<file path="config.mk">
export PLATFORM = sky130hd
export DESIGN_NAME = cpu_effective_address_unit
export DESIGN_NICKNAME = d
export VERILOG_FILES = /design/src/verilog/ea_pkg.sv /design/src/verilog/ea_req_if.sv /design/src/verilog/ea_adder.sv /design/src/verilog/cpu_effective_address_unit.sv
export SDC_FILE = /design/constraint.sdc
export NUM_CORES = 1
export LEC_CHECK = 0
export ABC_AREA = 1
export ABC_CLOCK_PERIOD_IN_PS = 7820
export BUFFER_PORTS_ARGS = -buffer_cell sky130_fd_sc_hd__buf_4
export CORE_ASPECT_RATIO = 1.1
export CORE_MARGIN = 1
export CORE_UTILIZATION = 25
export CTS_CLUSTER_DIAMETER = 100
export DETAILED_ROUTE_END_ITERATION = 10
export GPL_TIMING_DRIVEN = 0
export SLEW_MARGIN = 10
export SYNTH_ARGS = -nofsm -noshare
export SYNTH_HDL_FRONTEND = slang
export SYNTH_SLANG_ARGS = --single-unit
</file>
<file path="constraint.sdc">
create_clock -name clk -period 7.82 [get_ports clk]
set_input_delay 0.391 -clock clk [delete_from_list [all_inputs] [get_ports clk]]
set_output_delay 0.391 -clock clk [all_outputs]
set_load 0.01 [all_outputs]
</file>
<file path="src/verilog/ea_pkg.sv">
package ea_pkg;
  // Address and displacement field widths
  localparam int ADDR_W = 32;
  localparam int DISP4_W = 4;
  localparam int DISP8_W = 8;
  localparam int DISP12_W = 12;
  // Scale shift amounts per operand size
  localparam logic [1:0] SHIFT_BYTE = 2'h0;
  localparam logic [1:0] SHIFT_WORD = 2'h1;
  localparam logic [1:0] SHIFT_LONG = 2'h2;
  // Longword PC mask
  localparam logic [31:0] PC_LONG_MASK = 32'hfffffffc;

  // Operand size
  typedef enum logic [1:0] {
    SIZE_BYTE,
    SIZE_WORD,
    SIZE_LONG
  } op_size_t;

  // Addressing / operand modes
  typedef enum logic [3:0] {
    MODE_REG_DIRECT,
    MODE_REG_INDIRECT,
    MODE_POST_INC,
    MODE_PRE_DEC,
    MODE_REG_DISP4,
    MODE_INDEX_REG,
    MODE_GLOBAL_DISP8,
    MODE_INDEX_GLOBAL,
    MODE_PC_DISP8,
    MODE_BRANCH8,
    MODE_BRANCH12,
    MODE_BRANCH_REG,
    MODE_IMM_ZERO,
    MODE_IMM_SIGN,
    MODE_IMM_TRAP
  } ea_mode_t;
endpackage

</file>
<file path="src/verilog/ea_req_if.sv">
`timescale 1ns/1ps
// Operands handed from the top to the address adder
interface ea_req_if;
  logic [31:0] addend_a;
  logic [31:0] addend_b;
  logic [31:0] sum;
  modport user (output addend_a, output addend_b, input sum);
  modport adder (input addend_a, input addend_b, output sum);
endinterface

</file>
<file path="src/verilog/ea_adder.sv">
`timescale 1ns/1ps
// 32-bit wrapping adder shared by every address form but register indirect
module ea_adder (
  ea_req_if.adder bus
);
  import ea_pkg::*;
  // Carry out of bit 31 is dropped on purpose
  assign bus.sum = bus.addend_a + bus.addend_b;
endmodule // ea_adder

</file>
<file path="src/verilog/cpu_effective_address_unit.sv">
`timescale 1ns/1ps
module cpu_effective_address_unit (
  // Clock and reset
  input wire logic clk,
  input wire logic sys_rst,
  // Decoded instruction
  input wire logic req_valid,
  input wire ea_pkg::ea_mode_t mode,
  input wire ea_pkg::op_size_t op_size,
  input wire logic [11:0] disp_field,
  // Register sources
  input wire logic [31:0] general_register_n,
  input wire logic [31:0] index_register_zero,
  input wire logic [31:0] global_base_register,
  input wire logic [31:0] program_counter,
  // Results
  output logic result_valid,
  output logic [31:0] address,
  output logic address_valid,
  output logic [31:0] operand,
  output logic operand_valid,
  output logic [31:0] writeback_value,
  output logic writeback_en
);
  import ea_pkg::*;

  // ***********************************
  // Operand formation
  // ***********************************
  ea_req_if add_if ();
  logic [1:0] size_shift;
  logic [31:0] size_step;
  logic [31:0] disp4_zx;
  logic [31:0] disp8_zx;
  logic [31:0] disp8_sx;
  logic [31:0] disp12_sx;

  // Size to scale shift
  always_comb begin
    case (op_size)
      SIZE_WORD: size_shift = SHIFT_WORD;
      SIZE_LONG: size_shift = SHIFT_LONG;
      default: size_shift = SHIFT_BYTE;
    endcase
  end

  // 1, 2 or 4 step for auto-modify
  assign size_step = 32'h1 << size_shift;
  assign disp4_zx = {28'h0, disp_field[DISP4_W-1:0]};
  assign disp8_zx = {24'h0, disp_field[DISP8_W-1:0]};
  assign disp8_sx = {{24{disp_field[DISP8_W-1]}},
                     disp_field[DISP8_W-1:0]};
  assign disp12_sx = {{20{disp_field[DISP12_W-1]}},
                      disp_field[DISP12_W-1:0]};

  // Addend selection; one adder serves every address mode but register indirect to save area
  always_comb begin
    add_if.addend_a = general_register_n;
    add_if.addend_b = 32'h0;
    case (mode)
      MODE_POST_INC: add_if.addend_b = size_step;
      MODE_PRE_DEC: add_if.addend_b = -size_step;
      MODE_REG_DISP4:
        add_if.addend_b = disp4_zx << size_shift;
      MODE_INDEX_REG: add_if.addend_b = index_register_zero;
      MODE_INDEX_GLOBAL: begin
        add_if.addend_a = global_base_register;
        add_if.addend_b = index_register_zero;
      end
      MODE_GLOBAL_DISP8: begin
        add_if.addend_a = global_base_register;
        add_if.addend_b = disp8_zx << size_shift;
      end
      MODE_PC_DISP8: begin
        // Byte size is not legal here; treated as word
        if (op_size == SIZE_LONG) begin
          add_if.addend_a = program_counter & PC_LONG_MASK;
          add_if.addend_b = disp8_zx << SHIFT_LONG;
        end else begin
          add_if.addend_a = program_counter;
          add_if.addend_b = disp8_zx << SHIFT_WORD;
        end
      end
      MODE_BRANCH8: begin
        add_if.addend_a = program_counter;
        add_if.addend_b = disp8_sx << SHIFT_WORD;
      end
      MODE_BRANCH12: begin
        add_if.addend_a = program_counter;
        add_if.addend_b = disp12_sx << SHIFT_WORD;
      end
      MODE_BRANCH_REG: begin
        add_if.addend_a = program_counter;
        add_if.addend_b = general_register_n;
      end
      default: begin
        add_if.addend_a = general_register_n;
        add_if.addend_b = 32'h0;
      end
    endcase
  end

  ea_adder u_adder (
    .bus(add_if.adder)
  );

  // ***********************************
  // Registered results
  // ***********************************
  logic [31:0] address_next;
  logic [31:0] operand_next;
  logic addr_v_next;
  logic oper_v_next;
  logic wb_next;

  // Result steering per mode
  always_comb begin
    address_next = 32'h0;
    operand_next = 32'h0;
    addr_v_next = 1'b0;
    oper_v_next = 1'b0;
    wb_next = 1'b0;
    case (mode)
      MODE_REG_DIRECT: begin
        operand_next = general_register_n;
        oper_v_next = 1'b1;
      end
      MODE_REG_INDIRECT: begin
        address_next = general_register_n;
        addr_v_next = 1'b1;
      end
      MODE_POST_INC: begin
        address_next = general_register_n;
        addr_v_next = 1'b1;
        wb_next = 1'b1;
      end
      MODE_PRE_DEC: begin
        address_next = add_if.sum;
        addr_v_next = 1'b1;
        wb_next = 1'b1;
      end
      MODE_IMM_ZERO: begin
        operand_next = disp8_zx;
        oper_v_next = 1'b1;
      end
      MODE_IMM_SIGN: begin
        operand_next = disp8_sx;
        oper_v_next = 1'b1;
      end
      MODE_IMM_TRAP: begin
        operand_next = disp8_zx << SHIFT_LONG;
        oper_v_next = 1'b1;
      end
      default: begin
        address_next = add_if.sum;
        addr_v_next = 1'b1;
      end
    endcase
  end

  // Output flops; results are one cycle after the request
  always_ff @(posedge clk) begin
    if (sys_rst) begin
      result_valid <= 1'b0;
      address <= 32'h0;
      address_valid <= 1'b0;
      operand <= 32'h0;
      operand_valid <= 1'b0;
      writeback_value <= 32'h0;
      writeback_en <= 1'b0;
    end else begin
      result_valid <= req_valid;
      address <= address_next;
      address_valid <= req_valid & addr_v_next;
      operand <= operand_next;
      operand_valid <= req_valid & oper_v_next;
      writeback_value <= add_if.sum;
      writeback_en <= req_valid & wb_next;
    end
  end

  // ***********************************
  // Checks
  // ***********************************
  property p_direct;
    @(posedge clk) disable iff (sys_rst)
    req_valid && mode == MODE_REG_DIRECT |=> operand_valid && !address_valid
      && operand == $past(general_register_n);
  endproperty
  a_direct: assert property (p_direct) else $error("direct bad");

  property p_indirect;
    @(posedge clk) disable iff (sys_rst)
    req_valid && mode == MODE_REG_INDIRECT |=> !writeback_en
      && address == $past(general_register_n);
  endproperty
  a_indirect: assert property (p_indirect)
    else $error("indirect bad");

  property p_postinc;
    @(posedge clk) disable iff (sys_rst)
    req_valid && mode == MODE_POST_INC && op_size == SIZE_LONG |=>
      writeback_en && writeback_value == address + 32'h4;
  endproperty
  a_postinc: assert property (p_postinc)
    else $error("postinc bad");

  property p_predec;
    @(posedge clk) disable iff (sys_rst)
    req_valid && mode == MODE_PRE_DEC |=> writeback_en
      && address == writeback_value
      && address == $past(general_register_n) - (32'h1 << $past(op_size));
  endproperty
  a_predec: assert property (p_predec) else $error("predec bad");

  property p_disp4;
    @(posedge clk) disable iff (sys_rst)
    req_valid && mode == MODE_REG_DISP4 && op_size == SIZE_WORD |=>
      address == $past(general_register_n)
      + {27'h0, $past(disp_field[3:0]), 1'b0};
  endproperty
  a_disp4: assert property (p_disp4) else $error("disp4 bad");

  property p_pclong;
    @(posedge clk) disable iff (sys_rst)
    req_valid && mode == MODE_PC_DISP8 && op_size == SIZE_LONG |=>
      address[1:0] == 2'h0;
  endproperty
  a_pclong: assert property (p_pclong)
    else $error("pc long bad");

  property p_br12;
    @(posedge clk) disable iff (sys_rst)
    req_valid && mode == MODE_BRANCH12 |=>
      address == $past(program_counter)
      + {{19{$past(disp_field[11])}}, $past(disp_field), 1'b0};
  endproperty
  a_br12: assert property (p_br12) else $error("branch12 bad");

  property p_trap;
    @(posedge clk) disable iff (sys_rst)
    req_valid && mode == MODE_IMM_TRAP |=> operand[1:0] == 2'h0
      && operand[31:10] == 22'h0;
  endproperty
  a_trap: assert property (p_trap) else $error("trap bad");
endmodule // cpu_effective_address_unit

</file>
==> results of run 1 <==
-- worst max-delay path, cell delays in order --
cell,delay [ps]
buf_4,100
inv_1,60
ha_1,300
inv_1,220
nor2_1,80
inv_1,130
nor2_1,100
inv_1,170
o21ai_0,100
a211oi_1,320
o21ai_0,200
ha_1,400
nand2_1,140
nor2_1,230
a21oi_1,110
o21ai_0,400
xor2_1,260
nand3_1,100
nand2_1,90
-- registers in the layout (all words and copies together) (netlist names) --
signal / cells
address_valid: 1
writeback_value: 32
operand: 32
writeback_en: 1
result_valid: 1
address: 32
operand_valid: 1
-- cells in the mapped netlist (all sizes together) (2+ instances only) --
cell type / count
a211oi: 3
a21o: 2
a21oi: 94
a221oi: 5
a22oi: 2
a31oi: 3
and2: 7
buf: 23
clkbuf: 16
dfxtp: 100
ha: 35
inv: 178
nand2: 358
nand3: 57
nand3b: 3
nand4: 8
nor2: 79
nor3: 12
nor4: 2
o2111ai: 24
o211ai: 6
o21a: 3
o21ai: 52
o221ai: 2
o22ai: 32
xnor2: 2
xor2: 7
-- power breakdown --
part | total [mW] | leakage, nW | internal (mW) | switching (mW)
Clock | 0.491 | 0.152 | 0.231 | 0.260
Combinational | 0.678 | 4.09 | 0.260 | 0.418
Sequential | 0.589 | 0.824 | 0.569 | 0.0200
-- worst paths after layout --
| kind | from | depth (start not counted) | slack (ps) | end |
|---|---|---|---|---|
| min | general_register_n[26] | 3 | 240 | address[26]$_SDFF_PP0_ |
| max | op_size[0] | 19 | 4210 | address[16]$_SDFF_PP0_ |
-- through the flow --
| stage | setup slack [ps] | cells | cell area, um2 | total power, mW |
|---|---|---|---|---|
| after floorplan | 5060 | 1118 | 6900 | 0.961 |
| after global placement | 3850 | 1722 | 9200 | 1.28 |
| after detailed placement | 3920 | 1722 | 9200 | 1.28 |
| after CTS | 4280 | 1738 | 9510 | 1.77 |
| after global routing | 3980 | 1738 | 9510 | 1.86 |
| final | 4210 | 1738 | 9510 | 1.76 |
-- cell type report --
class / instances / area [um2]
inverters: 178 / 668
multi-input cells: 801 / 4050
clock inverters: 7 / 91.3
well taps: 357 / 447
flip-flops and latches: 100 / 2000
fillers: 3007 / 17500
clock buffers: 9 / 225
plain buffers: 39 / 171
repair buffers: 247 / 1850
-- metal layers --
metal / GRT usage [%] / wire length, um
met1: 28.6 / 14300
met2: 41.7 / 16300
met3: 3.95 / 2020
met4: 6.98 / 847
met5: 0 / 9
-- cells by family (layout without fill, tap and decap cells) --
kind of cell             count (synthesis)  in the layout  synth area share [%]
AND/OR/NAND/NOR                        526            526                  31.2
AO/OA/AOI/OAI                          230            230                  19.8
buffers and inverters                  217            480                  12.2
flip-flops                             100            100                  29.0
adder cells (fa/ha/maj)                 36             36                  6.64
XOR/XNOR                                 9              9                  1.14
==> key figures, run 1 <==
Outcome
  – Status: complete, no violations

Clock tree
  – CTS tree: done
  – Hold-fix buffers at CTS: 0
  – Post-CTS Setup Bufs: 0
  – CTS clk-pin slew, worst paths: 80 ps
  – CTS Buf Count: 9
  – Clock sinks: 100
  – Resize count post-CTS: 0
  – CTS H-tree depth: 3
  – CTS Root Buffer Type: clkbuf_16
  – Clock Path Buffers: 2

Power
  – Leak: 5.06 nW
  – Worst VDD drop: around 0.14 mV
  – Pwr Density: 185 mW/mm2

Timing
  – Fin crit share: 46.1%
  – WHS: 240 ps
  – Setup repair after global routing missed its margin: false
  – Fin crit period: 3610 ps
  – Total negative setup slack: 0 ps
  – Normalized max-slew margin: between 40% and 50%
  – Slew @ Worst Pin: just over 800 ps
  – Achievable Freq: 277 MHz
  – Final setup violation count: 0
  – Slew Viols, Final: 0
  – Endpoints failing hold: 0

Global routing
  – Antenna violations before repair: 1
  – GRT Overall Usage: approximately a quarter
  – First-pass GRT wire length: 48.2 mm
  – GRT overflow: 0
  – Number of global-route vias before repair: slightly below 8000
  – Largest net degree at the start of global routing: 22

Setup path
  – CP required: between 8000 and 9000 ps
  – WP data arrival: 3910 ps
  – Crit end category: flip-flop
  – Startpoint type of the worst setup path: input pin
  – CP max FO: 7
  – Worst Setup Path Type: input pin to flip-flop

Layout
  – Most frequent cells in the layout: nand2_1, buf_4, inv_1
  – Commonest non-fill, non-tap cell in the layout: nand2_1
  – Share of cells above drive strength 1: 22.2%
  – Core Util, Final: between 30% and 40%
  – Final #Nets: around 1600
  – Number of diodes: 0
  – Area Growth Syn to Fin: 38.0%

Synth
  – Synth top area share: between 20% and 30%
  – Post-synth ARST share: 0%
  – Leading area contributor after synthesis: dfxtp_1
  – Mapped Nets: 1303
  – Post-Synthesis Cells: 1118
  – Mean Syn Cell Area: 6.17 um2
  – Post-synth EDFFs: 0
  – Warnings, synthesis: 0
  – Synth cell types: 40
  – Top_reg_cell synth: dfxtp_1
  – Synth Cell Area: 0.00690 mm2
  – Register area share after synthesis: 29.0%
  – Main area contributors after synthesis: dfxtp_1, nand2_1, inv_1
  – Yosys reg bits: 100

Routing
  – TritonRoute pass-1 iters: 5
  – Post-DR vias/cell: 4.81
  – Initial DRC Count: 608
  – Final wirelength: 33.5 mm
  – WL per Instance: roughly 19 um
  – Via count: approximately 8400
  – Final ANT Viol Nets: 0
  – DRC: 0

Floorplan
  – Initial core utilization: 25.5%
  – FP Rows: 63
  – Core ar.: 0.0270 mm2
  – I/O pin cnt: 249
  – Die Span X: approximately 160 um
  – Die Span Y: 176 um
  – DIE AREA: 0.0282 mm2

Placed design
  – Port Buffers: 247
  – Routability cong.: 0.947
  – Hpwl dp: about 28 mm

Job
  – Max-cap viol count: 0

Worst hold path
  – HP Class: input pin to flip-flop
Note: power is estimated with default switching activity, not from simulation.
==> run 2: changes to the inputs <==
--- a/config.mk
+++ b/config.mk
@@ -6,7 +6,7 @@
 export NUM_CORES = 1
 export LEC_CHECK = 0
 export ABC_AREA = 1
-export ABC_CLOCK_PERIOD_IN_PS = 7820
+export ABC_CLOCK_PERIOD_IN_PS = 3270
 export BUFFER_PORTS_ARGS = -buffer_cell sky130_fd_sc_hd__buf_4
 export CORE_ASPECT_RATIO = 1.1
 export CORE_MARGIN = 1
==> constraint.sdc (replaced) <==
create_clock -name clk -period 3.27 [get_ports clk]
set_input_delay 0.1635 -clock clk [delete_from_list [all_inputs] [get_ports clk]]
set_output_delay 0.1635 -clock clk [all_outputs]
set_load 0.01 [all_outputs]
==> key figures, run 2 (synthesis gave the netlist of run 1 again) <==
Routing
  – Via count: 8335 (was 8358)
  – WL per Instance: 19.2 um (was 19.3 um)
  – Initial DRC Count: 638 (was 608)
  – Final ANT Viol Nets: 0 (unchanged)
  – DRC: 0 (unchanged)
  – Post-DR vias/cell: 4.79 (was 4.81)
  – TritonRoute pass-1 iters: 5 (unchanged)
  – Final wirelength: 33.4 mm (was 33.5 mm)

Clock tree
  – Post-CTS Setup Bufs: 0 (unchanged)
  – Clock sinks: 100 (unchanged)
  – CTS H-tree depth: 3 (unchanged)
  – CTS Buf Count: 9 (unchanged)
  – CTS clk-pin slew, worst paths: 90 ps (was 80 ps)
  – Clock Path Buffers: 2 (unchanged)
  – CTS tree: done (unchanged)
  – CTS Root Buffer Type: clkbuf_16 (unchanged)

Outcome
  – Status: complete, no violations (unchanged)

Layout
  – Final #Nets: 1562 (was 1561)
  – Multi-input gate area: 0.00410 mm2 (was 0.00405 mm2)
  – Number of fillers in the final layout: 3003 (was 3007)
  – Commonest non-fill, non-tap cell in the layout: nand2_1 (unchanged)
  – Most frequent cells in the layout: nand2_1, buf_4, inv_1 (unchanged)
  – Area Growth Syn to Fin: 38.8% (was 38.0%)
  – Share of cells above drive strength 1: 23.0% (was 22.2%)
  – Reg area: 0.00200 mm2 (unchanged)
  – Top Registers: address x32, operand x32, writeback_value x32 (unchanged)
  – Number of diodes: 0 (unchanged)

Timing
  – Total negative setup slack: 0 ps (unchanged)
  – Endpoints failing hold: 0 (unchanged)
  – Fin crit share: 93.6%
  – Final setup violation count: 0 (unchanged)
  – Normalized max-slew margin: 54.8% (was 46.3%)
  – Achievable Freq: 327 MHz
  – Slew @ Worst Pin: 678 ps (was 805 ps)
  – WHS: 22.6 ps (was 240 ps)
  – Slew Viols, Final: 0 (unchanged)
  – Fin crit period: 3060 ps
  – Setup repair after global routing missed its margin: false (unchanged)

Setup path
  – Critical Path, Cell by Cell: buf_4 > inv_1 > ha_2 > inv_2 > nor2_1 > inv_1 > nor2_1 > inv_1 > o21ai_0 > a211oi_2 > o21ai_0 > ha_1 > nand2_1 > nor2_1 > nand3_1 > nand3_1 > nand2_1 > nand2_1 > xor2_1 > nand3_1 > nand2_1 (was buf_4 > inv_1 > ha_1 > inv_1 > nor2_1 > inv_1 > nor2_1 > inv_1 > o21ai_0 > a211oi_1 > o21ai_0 > ha_1 > nand2_1 > nor2_1 > a21oi_1 > o21ai_0 > xor2_1 > nand3_1 > nand2_1)
  – Worst Setup Path Type: input pin to flip-flop (unchanged)
  – Crit end category: flip-flop (unchanged)
  – Startpoint type of the worst setup path: input pin (unchanged)
  – WP buf/inv: 5 (unchanged)
  – Critical path's top delay family: simple AND/OR/NAND/NOR gates (was compound AO/OA/AOI/OAI gates)
  – Crit path largest cell delay: 390 ps (was 400 ps)
  – WP data arrival: 3370 ps (was 3910 ps)
  – CP required: 3580 ps (was 8120 ps)
  – CP max FO: 7 (unchanged)
  – Crit-path slowest cell: ha_1 (unchanged)
  – Worst path most repeated cell: nand2_1 (was inv_1)

Floorplan
  – I/O pin cnt: 249 (unchanged)
  – Die Span Y: 176 um (unchanged)
  – FP Rows: 63 (unchanged)
  – Initial core utilization: 25.5% (unchanged)
  – Die Span X: 160 um (unchanged)
  – Core ar.: 0.0270 mm2 (unchanged)
  – DIE AREA: 0.0282 mm2 (unchanged)

Job
  – Max-cap viol count: 0 (unchanged)

Global routing
  – GRT Overall Usage: 23.4% (about the same)
  – GR Util met1: 28.6% (unchanged)
  – Busiest grt layer: met2 (unchanged)
  – Met2 GRT Util: 41.7% (about the same)
  – Antenna violations before repair: 1 (unchanged)
  – Largest net degree at the start of global routing: 22 (unchanged)
  – Number of global-route vias before repair: 7937 (was 7935)
  – GRT overflow: 0 (unchanged)
  – First-pass GRT wire length: 48.2 mm (about the same)
  – GR Layer Usage met3: 3.95% (unchanged)

Power
  – Leak: 5.09 nW (was 5.06 nW)
  – Worst VDD drop: 0.321 mV (was 0.135 mV)
  – Pwr Density: 440 mW/mm2 (was 185 mW/mm2)

Placed design
  – Routability cong.: 0.947 (unchanged)
  – Hpwl dp: 28.3 mm (unchanged)
  – Port Buffers: 247 (unchanged)

Worst hold path
  – HP Class: input pin to flip-flop (unchanged)
[run 2: area by class of cell]
cell class	count	share of cell area [%]
plain buffers	39	1.84
clock buffers	9	2.35
clock inverters	7	0.954
inverters	178	6.98
multi-input cells	801	42.8
flip-flops and latches	100	20.9
well taps	357	4.67
repair buffers	248	19.5
[run 2: layer usage]
| layer | share of wire, % | wire (um) |
|---|---|---|
| met2 | 49 | 16300 |
| met3 | 5.8 | 1920 |
| met1 | 43 | 14300 |
| met5 | 0.027 | 9 |
| met4 | 2.6 | 860 |
[run 2: path summary, 6_finish.rpt]
path | from | end | slack (ps) | cells after the start
max | op_size[0] | address[17]$_SDFF_PP0_ | 210 | 21
min | general_register_n[28] | address[28]$_SDFF_PP0_ | 20 | 3
[run 2: power by group]
part | total [mW] | switching, mW | internal (mW)
Clock | 1.17 | 0.618 | 0.552
Sequential | 1.41 | 0.0476 | 1.36
Combinational | 1.63 | 1.00 | 0.627
[run 2: timing repair]
action,CTS,global route
setup endpoints to repair,2,48
resized for setup,1,17
hold buffers,0,1
pin swaps,0,1
hold endpoints to repair,0,1
gates cloned,0,0
[run 2: tightest hold or removal path, cell delays in order]
cell and delay, ps:
buf_4 110, nand2_1 50, nand2_1 50
[run 2: through the flow]
step	util, %	cell area, um2	setup WS (ps)	instances	power [mW]
5_1_grt	35.4	9570	3.70	1739	4.45
4_1_cts	35.2	9510	0.649	1738	4.23
6_report	35.4	9570	209	1739	4.21
2_1_floorplan	-	6900	739	1118	2.30
3_5_place_dp	34.0	9200	-399	1722	3.05
3_3_place_gp	34.0	9200	-475	1722	3.05
